## config.mk

```make
export PLATFORM = sky130hd
export DESIGN_NAME = fmsp_top
export DESIGN_NICKNAME = d
export VERILOG_FILES = /design/src/fmsp_pkg.sv /design/src/fmsp_top.sv /design/src/fmsp_sync.sv /design/src/fmsp_baud.sv
export VERILOG_INCLUDE_DIRS = /design/src
export SDC_FILE = /design/constraint.sdc
export NUM_CORES = 1
export LEC_CHECK = 0
export BUFFER_PORTS_ARGS = -buffer_cell sky130_fd_sc_hd__buf_2
export CAP_MARGIN = 20
export CORE_ASPECT_RATIO = 1.4
export CORE_MARGIN = 5
export CORE_UTILIZATION = 55
export CTS_CLUSTER_DIAMETER = 100
export CTS_CLUSTER_SIZE = 28
export DETAILED_ROUTE_END_ITERATION = 6
export PLACE_DENSITY_LB_ADDON = 0.05
export SLEW_MARGIN = 20
export SYNTH_ARGS = -nofsm -noshare
export SYNTH_HDL_FRONTEND = slang
export SYNTH_SLANG_ARGS = --single-unit
```

## constraint.sdc

```tcl
create_clock -name clk -period 1.8 [get_ports clk]
set_input_delay 0.18 -clock clk [delete_from_list [all_inputs] [get_ports clk]]
set_output_delay 0.18 -clock clk [all_outputs]
set_load 0.05 [all_outputs]
```

## src/fmsp_map.svh

```systemverilog
// register addresses, field positions and timing counts of the serial port
// assumes it is included by bare name wherever a constant is needed
`ifndef FMSP_MAP_SVH
`define FMSP_MAP_SVH

// ============================================================
// special function register addresses
`define FMSP_CTRL0_ADDR 8'h10
`define FMSP_DATA0_ADDR 8'h11
`define FMSP_CTRL1_ADDR 8'h12
`define FMSP_DATA1_ADDR 8'h13
`define FMSP_UNMAPPED_READ 8'h00

// ============================================================
// control and status fields
`define FMSP_MSEL_HI 7
`define FMSP_MSEL_LO 6
`define FMSP_MPF 5
`define FMSP_REN 4
`define FMSP_TB8 3
`define FMSP_RB8 2
`define FMSP_TI 1
`define FMSP_RI 0
`define FMSP_CTRL_RST 8'h00
`define FMSP_BUF_RST 8'h00

// ============================================================
// mode codes, {high, low}
`define FMSP_MODE0 2'h0
`define FMSP_MODE1 2'h1
`define FMSP_MODE2 2'h2
`define FMSP_MODE3 2'h3

// ============================================================
// timing counts
`define FMSP_M0_LAST 4'hb
`define FMSP_M0_HALF 4'h5
`define FMSP_M2_SLOW_LAST 2'h3
`define FMSP_S16_LAST 4'hf
`define FMSP_SMP_FIRST 4'h7
`define FMSP_SMP_LAST 4'h9
`define FMSP_M0_BITS 4'h8
`define FMSP_M1_TX_BITS 4'ha
`define FMSP_M23_TX_BITS 4'hb
`define FMSP_M1_RX_LAST 4'h8
`define FMSP_M23_RX_LAST 4'h9
`define FMSP_LINE_IDLE 1'b1

`endif

```

## src/fmsp_pkg.sv

```systemverilog
// types shared by the serial port modules
// assumes fmsp_map.svh supplies the numeric constants
package fmsp_pkg;

    // ============================================================
    // state codes
    typedef enum logic [2:0] {
        FMSP_TX_IDLE = 3'b001,
        FMSP_TX_SHIFT0 = 3'b010,
        FMSP_TX_ASYNC = 3'b100
    } fmsp_tx_e;

    typedef enum logic [3:0] {
        FMSP_RX_IDLE = 4'b0001,
        FMSP_RX_SHIFT0 = 4'b0010,
        FMSP_RX_START = 4'b0100,
        FMSP_RX_DATA = 4'b1000
    } fmsp_rx_e;

    // ============================================================
    // carriers
    typedef struct packed {
        logic [7:0] addr;
        logic wr;
        logic rd;
        logic [7:0] wdata;
    } fmsp_sfr_req_s;

    typedef struct packed {
        logic rxd_out;
        logic rxd_oe;
        logic txd_out;
    } fmsp_pins_s;

    typedef struct packed {
        logic m0_tick;
        logic m0_half;
        logic tx_s16;
        logic rx_s16;
    } fmsp_ticks_s;

endpackage

```

## src/fmsp_top.sv

```systemverilog
// two identical four-mode serial ports behind a byte-wide register port
// assumes timers 1 and 2 live outside and pulse their overflows on clk
`timescale 1ns/1ps
`include "fmsp_map.svh"

// ============================================================
// one serial port
module fmsp_port #(
    parameter logic [7:0] CTRL_ADDR = `FMSP_CTRL0_ADDR,
    parameter logic [7:0] DATA_ADDR = `FMSP_DATA0_ADDR
) (
    input wire logic clk,
    input wire logic rst,
    input fmsp_pkg::fmsp_sfr_req_s req,
    input wire logic rxd_in,
    input wire logic baud_doubler,
    input wire logic tx_timer2_select,
    input wire logic rx_timer2_select,
    input wire logic timer1_ovf,
    input wire logic timer2_ovf,
    output logic [7:0] rd_data,
    output logic rd_hit,
    output fmsp_pkg::fmsp_pins_s pins
);
    typedef struct packed {
        logic [7:0] ctrl;
        logic [7:0] rx_buf;
        fmsp_pkg::fmsp_tx_e tx_st;
        logic [10:0] tx_sh;
        logic [3:0] tx_cnt;
        logic [3:0] tx_ph;
        fmsp_pkg::fmsp_rx_e rx_st;
        logic [9:0] rx_sh;
        logic [3:0] rx_idx;
        logic [3:0] rx_ph;
        logic [1:0] rx_smp;
        logic rx_prev;
        fmsp_pkg::fmsp_pins_s pins;
    } fmsp_port_s;

    fmsp_port_s s;
    fmsp_port_s n;
    fmsp_pkg::fmsp_ticks_s tk;
    logic rx_now;
    logic wr_ctrl;
    logic wr_data;
    logic [1:0] mode;
    logic ti_set;
    logic ri_set;
    logic rb8_load;
    logic rb8_val;
    logic rxb_load;
    logic [7:0] rxb_val;
    logic decide;
    logic bit_val;
    logic ninth;

    function automatic logic majority(input logic [2:0] v);
        majority = (v[0] & v[1]) | (v[0] & v[2]) | (v[1] & v[2]);
    endfunction

    function automatic logic is_mode0(input logic [1:0] m);
        is_mode0 = (m == `FMSP_MODE0);
    endfunction

    fmsp_sync u_sync (
        .clk(clk),
        .rst(rst),
        .pin(rxd_in),
        .level(rx_now)
    );

    assign mode = {s.ctrl[`FMSP_MSEL_HI], s.ctrl[`FMSP_MSEL_LO]};

    fmsp_baud u_baud (
        .clk(clk),
        .rst(rst),
        .mode(mode),
        .baud_doubler(baud_doubler),
        .tx_timer2_select(tx_timer2_select),
        .rx_timer2_select(rx_timer2_select),
        .timer1_ovf(timer1_ovf),
        .timer2_ovf(timer2_ovf),
        .ticks(tk)
    );

    // ============================================================
    // register decode
    always_comb begin
        wr_ctrl = 1'b0;
        wr_data = 1'b0;
        rd_hit = 1'b0;
        rd_data = `FMSP_UNMAPPED_READ;
        if (req.addr == CTRL_ADDR) begin
            wr_ctrl = req.wr;
            rd_hit = req.rd;
            rd_data = s.ctrl;
        end else if (req.addr == DATA_ADDR) begin
            wr_data = req.wr;
            rd_hit = req.rd;
            rd_data = s.rx_buf;
        end
    end

    // ============================================================
    // next state
    always_comb begin
        n = s;
        ti_set = 1'b0;
        ri_set = 1'b0;
        rb8_load = 1'b0;
        rb8_val = 1'b0;
        rxb_load = 1'b0;
        rxb_val = `FMSP_BUF_RST;
        ninth = 1'b0;
        decide = tk.rx_s16 && (s.rx_ph == `FMSP_SMP_LAST);
        bit_val = majority({s.rx_smp, rx_now});
        if (wr_ctrl) begin
            n.ctrl = req.wdata;
        end

        // transmitter, independent of the receiver below
        if (tk.tx_s16) begin
            n.tx_ph = s.tx_ph + 4'h1;
        end
        case (s.tx_st)
            fmsp_pkg::FMSP_TX_SHIFT0: begin
                if (tk.m0_tick) begin
                    if (s.tx_cnt == 4'h0) begin
                        n.tx_st = fmsp_pkg::FMSP_TX_IDLE;
                        n.pins.rxd_oe = 1'b0;
                        n.pins.rxd_out = `FMSP_LINE_IDLE;
                        ti_set = 1'b1;
                    end else begin
                        n.pins.rxd_oe = 1'b1;
                        n.pins.rxd_out = s.tx_sh[0];
                        n.pins.txd_out = 1'b0;
                        n.tx_sh = {1'b0, s.tx_sh[10:1]};
                        n.tx_cnt = s.tx_cnt - 4'h1;
                    end
                end else if (tk.m0_half) begin
                    n.pins.txd_out = 1'b1;
                end
            end
            fmsp_pkg::FMSP_TX_ASYNC: begin
                if (tk.tx_s16 && s.tx_ph == `FMSP_S16_LAST) begin
                    if (s.tx_cnt == 4'h0) begin
                        n.tx_st = fmsp_pkg::FMSP_TX_IDLE;
                        n.pins.txd_out = `FMSP_LINE_IDLE;
                    end else begin
                        n.pins.txd_out = s.tx_sh[0];
                        n.tx_sh = {1'b1, s.tx_sh[10:1]};
                        n.tx_cnt = s.tx_cnt - 4'h1;
                        // last bit out is the stop bit
                        ti_set = (s.tx_cnt == 4'h1);
                    end
                end
            end
            default: begin
            end
        endcase
        // a write mid-frame restarts with the new byte
        if (wr_data) begin
            if (is_mode0(mode)) begin
                n.tx_st = fmsp_pkg::FMSP_TX_SHIFT0;
                n.tx_sh = {3'h0, req.wdata};
                n.tx_cnt = `FMSP_M0_BITS;
            end else if (mode == `FMSP_MODE1) begin
                n.tx_st = fmsp_pkg::FMSP_TX_ASYNC;
                // async frames leave on the transmit line only
                n.pins.rxd_oe = 1'b0;
                n.tx_sh = {2'h3, req.wdata, 1'b0};
                n.tx_cnt = `FMSP_M1_TX_BITS;
            end else begin
                n.tx_st = fmsp_pkg::FMSP_TX_ASYNC;
                n.pins.rxd_oe = 1'b0;
                n.tx_sh = {1'b1, s.ctrl[`FMSP_TB8], req.wdata, 1'b0};
                n.tx_cnt = `FMSP_M23_TX_BITS;
            end
        end

        // receiver, sampled at sixteen times the bit rate in modes 1 to 3, once per bit in mode 0
        if (tk.rx_s16) begin
            n.rx_prev = rx_now;
            n.rx_ph = s.rx_ph + 4'h1;
            if (s.rx_ph >= `FMSP_SMP_FIRST && s.rx_ph < `FMSP_SMP_LAST) begin
                n.rx_smp = {s.rx_smp[0], rx_now};
            end
        end
        case (s.rx_st)
            fmsp_pkg::FMSP_RX_IDLE: begin
                if (is_mode0(mode)) begin
                    // shared pins: wait for the transmitter to finish
                    if (s.ctrl[`FMSP_REN] && !s.ctrl[`FMSP_RI] &&
                        s.tx_st == fmsp_pkg::FMSP_TX_IDLE) begin
                        n.rx_st = fmsp_pkg::FMSP_RX_SHIFT0;
                        n.rx_idx = 4'h0;
                    end
                end else if (s.ctrl[`FMSP_REN] && tk.rx_s16 &&
                             s.rx_prev && !rx_now) begin
                    n.rx_st = fmsp_pkg::FMSP_RX_START;
                    n.rx_ph = 4'h1;
                end
            end
            fmsp_pkg::FMSP_RX_SHIFT0: begin
                if (tk.m0_tick) begin
                    if (s.rx_idx == `FMSP_M0_BITS) begin
                        n.rx_st = fmsp_pkg::FMSP_RX_IDLE;
                        n.pins.txd_out = `FMSP_LINE_IDLE;
                        rxb_load = 1'b1;
                        rxb_val = s.rx_sh[7:0];
                        ri_set = 1'b1;
                    end else begin
                        n.pins.txd_out = 1'b0;
                        n.rx_idx = s.rx_idx + 4'h1;
                    end
                end else if (tk.m0_half && s.rx_idx != 4'h0) begin
                    n.pins.txd_out = 1'b1;
                    n.rx_sh[7:0] = {rx_now, s.rx_sh[7:1]};
                end
            end
            fmsp_pkg::FMSP_RX_START: begin
                if (decide) begin
                    // a glitch that is high at mid-bit is no start bit
                    if (bit_val) begin
                        n.rx_st = fmsp_pkg::FMSP_RX_IDLE;
                    end else begin
                        n.rx_st = fmsp_pkg::FMSP_RX_DATA;
                        n.rx_idx = 4'h0;
                    end
                end
            end
            fmsp_pkg::FMSP_RX_DATA: begin
                if (decide) begin
                    n.rx_sh[s.rx_idx] = bit_val;
                    if ((mode == `FMSP_MODE1 &&
                         s.rx_idx == `FMSP_M1_RX_LAST) ||
                        (mode != `FMSP_MODE1 &&
                         s.rx_idx == `FMSP_M23_RX_LAST)) begin
                        n.rx_st = fmsp_pkg::FMSP_RX_IDLE;
                        ninth = (mode == `FMSP_MODE1) ? bit_val : s.rx_sh[8];
                        // unread byte wins; the new one is dropped
                        if (!s.ctrl[`FMSP_RI] &&
                            (!s.ctrl[`FMSP_MPF] || ninth)) begin
                            rxb_load = 1'b1;
                            rxb_val = s.rx_sh[7:0];
                            rb8_load = 1'b1;
                            rb8_val = ninth;
                            ri_set = 1'b1;
                        end
                    end else begin
                        n.rx_idx = s.rx_idx + 4'h1;
                    end
                end
            end
            default: begin
                n.rx_st = fmsp_pkg::FMSP_RX_IDLE;
            end
        endcase

        // hardware sets win over a software clear in the same cycle
        if (rxb_load) begin
            n.rx_buf = rxb_val;
        end
        if (rb8_load) begin
            n.ctrl[`FMSP_RB8] = rb8_val;
        end
        if (ti_set) begin
            n.ctrl[`FMSP_TI] = 1'b1;
        end
        if (ri_set) begin
            n.ctrl[`FMSP_RI] = 1'b1;
        end
    end

    always_ff @(posedge clk) begin
        if (rst) begin
            s <= '0;
            s.ctrl <= `FMSP_CTRL_RST;
            s.rx_buf <= `FMSP_BUF_RST;
            s.tx_st <= fmsp_pkg::FMSP_TX_IDLE;
            s.rx_st <= fmsp_pkg::FMSP_RX_IDLE;
            s.rx_prev <= `FMSP_LINE_IDLE;
            s.pins.rxd_out <= `FMSP_LINE_IDLE;
            s.pins.txd_out <= `FMSP_LINE_IDLE;
        end else begin
            s <= n;
        end
    end

    assign pins = s.pins;

    // ============================================================
    // checks
    a_ti_hold:
    assert property (@(posedge clk) disable iff (rst)
        s.ctrl[`FMSP_TI] && !wr_ctrl |=> s.ctrl[`FMSP_TI])
        else $error("transmit flag dropped without a write");

    a_ri_hold:
    assert property (@(posedge clk) disable iff (rst)
        s.ctrl[`FMSP_RI] && !wr_ctrl |=> s.ctrl[`FMSP_RI])
        else $error("receive flag dropped without a write");

    a_tx_launch:
    assert property (@(posedge clk) disable iff (rst)
        wr_data && !is_mode0(mode) |=>
        s.tx_st == fmsp_pkg::FMSP_TX_ASYNC && s.tx_cnt != 4'h0)
        else $error("data write did not start a frame");

    a_ren_gate:
    assert property (@(posedge clk) disable iff (rst)
        s.rx_st == fmsp_pkg::FMSP_RX_IDLE && !s.ctrl[`FMSP_REN] |=>
        s.rx_st == fmsp_pkg::FMSP_RX_IDLE)
        else $error("reception started while disabled");

    a_oe_shift0:
    assert property (@(posedge clk) disable iff (rst)
        s.pins.rxd_oe |-> s.tx_st == fmsp_pkg::FMSP_TX_SHIFT0)
        else $error("data pin driven outside a shift transmit");

    a_ti_stop:
    assert property (@(posedge clk) disable iff (rst)
        $rose(s.ctrl[`FMSP_TI]) && !$past(wr_ctrl) &&
        s.tx_st == fmsp_pkg::FMSP_TX_ASYNC |->
        s.tx_cnt == 4'h0 && s.pins.txd_out)
        else $error("transmit flag not at the stop bit");

    a_mpf_filter:
    assert property (@(posedge clk) disable iff (rst)
        $rose(s.ctrl[`FMSP_RI]) && !$past(wr_ctrl) &&
        mode[1] && s.ctrl[`FMSP_MPF] |-> s.ctrl[`FMSP_RB8])
        else $error("filtered frame raised the receive flag");

    a_buf_keep:
    assert property (@(posedge clk) disable iff (rst)
        s.ctrl[`FMSP_RI] && !wr_ctrl |=> $stable(s.rx_buf))
        else $error("unread byte overwritten");

    a_idle_line:
    assert property (@(posedge clk) disable iff (rst)
        s.tx_st == fmsp_pkg::FMSP_TX_IDLE &&
        s.rx_st != fmsp_pkg::FMSP_RX_SHIFT0 |-> s.pins.txd_out)
        else $error("transmit line not high while idle");
endmodule

// ============================================================
module fmsp_top (
    input wire logic clk,
    input wire logic rst,
    input fmsp_pkg::fmsp_sfr_req_s req,
    output logic [7:0] rdata,
    input wire logic [1:0] rxd_in,
    input wire logic [1:0] baud_doubler,
    input wire logic [1:0] tx_timer2_select,
    input wire logic [1:0] rx_timer2_select,
    input wire logic timer1_ovf,
    input wire logic timer2_ovf,
    output fmsp_pkg::fmsp_pins_s port0_pins,
    output fmsp_pkg::fmsp_pins_s port1_pins
);
    typedef struct packed {
        logic [7:0] rdata;
    } fmsp_top_s;

    fmsp_top_s state_reg;
    fmsp_top_s state_next;
    logic [7:0] rd0;
    logic [7:0] rd1;
    logic hit0;
    logic hit1;

    fmsp_port #(
        .CTRL_ADDR(`FMSP_CTRL0_ADDR),
        .DATA_ADDR(`FMSP_DATA0_ADDR)
    ) u_port0 (
        .clk(clk),
        .rst(rst),
        .req(req),
        .rxd_in(rxd_in[0]),
        .baud_doubler(baud_doubler[0]),
        .tx_timer2_select(tx_timer2_select[0]),
        .rx_timer2_select(rx_timer2_select[0]),
        .timer1_ovf(timer1_ovf),
        .timer2_ovf(timer2_ovf),
        .rd_data(rd0),
        .rd_hit(hit0),
        .pins(port0_pins)
    );

    fmsp_port #(
        .CTRL_ADDR(`FMSP_CTRL1_ADDR),
        .DATA_ADDR(`FMSP_DATA1_ADDR)
    ) u_port1 (
        .clk(clk),
        .rst(rst),
        .req(req),
        .rxd_in(rxd_in[1]),
        .baud_doubler(baud_doubler[1]),
        .tx_timer2_select(tx_timer2_select[1]),
        .rx_timer2_select(rx_timer2_select[1]),
        .timer1_ovf(timer1_ovf),
        .timer2_ovf(timer2_ovf),
        .rd_data(rd1),
        .rd_hit(hit1),
        .pins(port1_pins)
    );

    // read data is registered: answer one cycle after the strobe
    always_comb begin
        state_next.rdata = `FMSP_UNMAPPED_READ;
        if (hit0) begin
            state_next.rdata = rd0;
        end else if (hit1) begin
            state_next.rdata = rd1;
        end
    end

    always_ff @(posedge clk) begin
        if (rst) begin
            state_reg <= '0;
        end else begin
            state_reg <= state_next;
        end
    end

    assign rdata = state_reg.rdata;
endmodule

```

## src/fmsp_sync.sv

```systemverilog
// three-stage synchroniser for one pin input
// assumes the pin is asynchronous to clk; output holds until two stages agree
`timescale 1ns/1ps
`include "fmsp_map.svh"
module fmsp_sync (
    input wire logic clk,
    input wire logic rst,
    input wire logic pin,
    output logic level
);
    typedef struct packed {
        logic s1;
        logic s2;
        logic s3;
        logic val;
    } fmsp_sync_s;

    fmsp_sync_s state_reg;
    fmsp_sync_s state_next;

    always_comb begin
        state_next = state_reg;
        state_next.s1 = pin;
        state_next.s2 = state_reg.s1;
        state_next.s3 = state_reg.s2;
        if (state_reg.s2 == state_reg.s3) begin
            state_next.val = state_reg.s3;
        end
    end

    always_ff @(posedge clk) begin
        if (rst) begin
            state_reg <= {4{`FMSP_LINE_IDLE}};
        end else begin
            state_reg <= state_next;
        end
    end

    assign level = state_reg.val;
endmodule

```

## src/fmsp_baud.sv

```systemverilog
// bit-rate tick generator for one serial port
// assumes timer overflow inputs are one-cycle pulses on clk
`timescale 1ns/1ps
`include "fmsp_map.svh"
module fmsp_baud (
    input wire logic clk,
    input wire logic rst,
    input wire logic [1:0] mode,
    input wire logic baud_doubler,
    input wire logic tx_timer2_select,
    input wire logic rx_timer2_select,
    input wire logic timer1_ovf,
    input wire logic timer2_ovf,
    output fmsp_pkg::fmsp_ticks_s ticks
);
    typedef struct packed {
        logic [3:0] m0_cnt;
        logic [1:0] m2_cnt;
        logic t1_half;
        fmsp_pkg::fmsp_ticks_s tk;
    } fmsp_baud_s;

    fmsp_baud_s state_reg;
    fmsp_baud_s state_next;
    logic m2_tick;
    logic t1_tick;

    // ticks are at sixteen times the bit rate for the async modes
    always_comb begin
        state_next = state_reg;
        if (state_reg.m0_cnt == `FMSP_M0_LAST) begin
            state_next.m0_cnt = 4'h0;
        end else begin
            state_next.m0_cnt = state_reg.m0_cnt + 4'h1;
        end
        state_next.tk.m0_tick = (state_reg.m0_cnt == `FMSP_M0_LAST);
        state_next.tk.m0_half = (state_reg.m0_cnt == `FMSP_M0_HALF);
        state_next.m2_cnt = state_reg.m2_cnt + 2'h1;
        if (baud_doubler) begin
            m2_tick = state_reg.m2_cnt[0];
        end else begin
            m2_tick = (state_reg.m2_cnt == `FMSP_M2_SLOW_LAST);
        end
        if (timer1_ovf) begin
            state_next.t1_half = ~state_reg.t1_half;
        end
        t1_tick = timer1_ovf && (baud_doubler || state_reg.t1_half);
        if (mode == `FMSP_MODE2) begin
            state_next.tk.tx_s16 = m2_tick;
            state_next.tk.rx_s16 = m2_tick;
        end else begin
            state_next.tk.tx_s16 = tx_timer2_select ? timer2_ovf : t1_tick;
            state_next.tk.rx_s16 = rx_timer2_select ? timer2_ovf : t1_tick;
        end
    end

    always_ff @(posedge clk) begin
        if (rst) begin
            state_reg <= '0;
        end else begin
            state_reg <= state_next;
        end
    end

    assign ticks = state_reg.tk;
endmodule

```

==> metrics.txt <==
placed cell areas=0.009762 mm²; crit path buf inv count=1; worst hold stages=2; Synth Area in Adders=4.408%; Worst Clk Skew=0.007924 ns; worst-path cell chain=or4b_4 > nor2_4 > buf_6 > nor2_2 > or4_1 > a21oi_2; CP Depth=6; xor-xnor portion of the synthesized cell area=2.293%; first-pass GRT wire length=36.63 mm; Final ANT Viol Nets=0; Detail Placement HPWL=15.91 mm; post-synthesis mux area share=9.963%; Clk Latency, worst-skew pair=0.43 ns; most numerous cell in the Yosys netlist=dfxtp_1; clock network power share=43.3%; core area=0.01499 mm²; # rows=53; Max Fanout on Critical Path=5; area of the die=0.01788 mm²; Power Total=8.897 mW; CTS Buf Count=17; largest family of logic cells by synthesized area=simple AND/OR/NAND/NOR gates; Seq pwr share=43.3%; critical path arrival=2.36 ns; Initial Utilization=56.06%; I/O Buffers=43; Synth Instances=950; slowest CP cell=or4b_4; Synth warnings=0; part of the power in combinational logic=13.4%; synth cell count leaders=dfxtp_1, nor2_1, nand2_1, a21oi_1, mux2i_1; largest net degree at the start of global routing=97; Startpoint Class=flip-flop; worst reg2reg setup slack=-0.20 ns; Avg WL per Cell=17.38 µm; FF/Latch Area=0.003393 mm²; outcome=complete, but fails checks; layout net count=1,191; Synth area leaders=dfxtp_1, mux2i_1, nor2_1; Int Power=6.757 mW; sequential element share of the synthesized area=40.03%; clock sinks=168; peak supply drop=0.0005860 V; Final Hold Fails=0; Vias/cell=5.794; drt pass-1 iters=5; failing checks=setup timing; global-route usage over all layers=25.32%; synth unique cells=70; post-synthesis compound-gate area fraction=15.89%; DR iter-0 viols=535; Synth async-reset ratio=0%; root buf cell=clkbuf_16; fin. max-slew vios=0; reg2reg path depth=6; DRC viols=0; Main synth FF type=dfxtp_1; measured slew at the worst slew-check pin=0.5468 ns; Post-synth EDFFs=0; Top delay family on crit path=simple AND/OR/NAND/NOR gates; number of fill cells=1,093; Psw=2.140 mW; Fin Setup TNS=-3.749 ns; crit path kind=flip-flop to flip-flop; Slowest Stage Delay on Critical Path=0.58 ns; RSZ-0062 raised after global routing=yes; initial antenna violation count=0; cell taking the most area after synthesis=dfxtp_1; simple-gate share of the synthesized area=22.96%; fmax=0.5010 GHz; Worst-path clk slew=0.06 ns; Hold Crit Endpoint=u_port0.s[11]; placer's final routability congestion estimate=0.8462; sw frac=24.06%; Multi-input gate area=0.005356 mm²; Hold WC Path Type=primary input to flip-flop; Worst EP required=2.17 ns; minimum clock period=1.996 ns; Pleak=4.635 nW; Die Wd=114.5 µm; final wirelength=23.25 mm; top-area cell type share of the netlist area=40.03%; chip height=156.2 µm; nature of the critical path endpoint=flip-flop; total congestion overflow=0; final worst slack=-0.1959 ns; hold path startpoint=rst; relative slew slack=63.21%; Area growth syn-to-layout=35.50%; part of the cycle the worst path needs=110.9%; power per cell area=781.5 mW/mm²; Vias=7,753; Max Cap Violations=0; htree depth=4; R2R Path End=u_port1.s[13]; CTS tree=yes; number of global-route vias before repair=7,733; RR Startpoint=u_port1.s[24]; final setup violation count=45; dpl ws=-0.2418 ns; final core occ=75.96%; Clock Tree Buf Depth=2; io pins=44; synthesized cell area=0.008402 mm²; syn_nets=1,008; synthesized flop and latch total=168; share of cells above drive strength 1=35.43%; post-route cell area=0.01138 mm²; Diodes inserted=0; synthesized area per cell=8.844 µm²
## logic make-up after synthesis
logic type	Yosys count
adders and majority gates	30
and+or+nand+nor	360
DFF	168
muxes	82
AOI/OAI and AO/OA	212
xor gates and xnor gates	22
buffers and inverters	76
## cell type report
| cell class | count | share of cell area, % |
|---|---|---|
| Inverter | 25 | 0.8462 |
| Tap cell | 192 | 2.110 |
| Timing Repair Buffer | 215 | 14.68 |
| Sequential cell | 168 | 29.81 |
| Multi-Input combinational cell | 706 | 47.05 |
| Clock buffer | 24 | 4.319 |
| Clock inverter | 8 | 1.187 |
## layout by cell type (no fill, tap or decap), types with 15 or more instances in the layout
cell       count
a211oi_1      32
buf_2         42
buf_4        141
a22oi_1       21
ha_1          21
a21oi_1       48
mux2i_1       64
dfxtp_1      150
clkbuf_16     17
nor2_1       118
inv_1         17
dfxtp_2       15
nand2_1       80
o21ai_0       24
buf_6         24
## power groups by stage
stage | clock network [mW] | logic, mW | registers (mW)
3_3_place_gp | 0 | 0.909 | 3.92
2_1_floorplan | 0 | 0.581 | 3.93
6_report | 3.85 | 1.19 | 3.85
5_1_grt | 4.09 | 1.28 | 3.86
3_5_place_dp | 0 | 0.939 | 3.93
4_1_cts | 3.91 | 1.09 | 3.85
## worst register-to-register path, delay by kind of cell, from the launching register on
family | cells | cell delay [ns]
AOI/OAI and AO/OA | 1 | 0.13
buffers and inverters | 1 | 0.12
DFF | 1 | 0.34
and+or+nand+nor | 4 | 1.33
## repair_timing
item                       in CTS  in global routing
setup endpoints to repair      79                 78
setup buffers                  14                 18
resized for setup              94                 84
pin swaps                      26                 69
hold buffers                    2                  0
cloned                          2                  0
hold endpoints to repair        2                  0
## layer usage
layer | vias to the layer above | part of all wire [%] | GRT usage, %
met5 | - | 0 | 0
met4 | 0 | 3.6 | 12.05
met3 | 62 | 2.6 | 4.333
met2 | 161 | 55 | 47.96
met1 | 3781 | 38 | 26.58
li1 | 3749 | - | -
## metrics by stage
step / hold slack [ns] / instances
6_report: 0.05922 / 1338
5_1_grt: 0.06566 / 1338
4_1_cts: 0.04954 / 1322
3_5_place_dp: 0.3659 / 1273
3_3_place_gp: 0.3627 / 1273
2_1_floorplan: 0.2838 / 950
## worst max path at each step
stage | startpoint | endpoint | slack [ns]
3_3_place_gp | u_port1.s[24] | u_port1.s[13] | -0.22
2_1_floorplan | u_port0.s[25] | u_port0.s[50] | -0.13
4_1_cts | u_port1.s[24] | u_port1.s[12] | -0.17
5_1_grt | u_port1.s[24] | u_port1.s[13] | -0.23
3_5_place_dp | u_port1.s[24] | u_port1.s[13] | -0.24
6_report | u_port1.s[24] | u_port1.s[13] | -0.20
(Power assumes the default switching activity.)
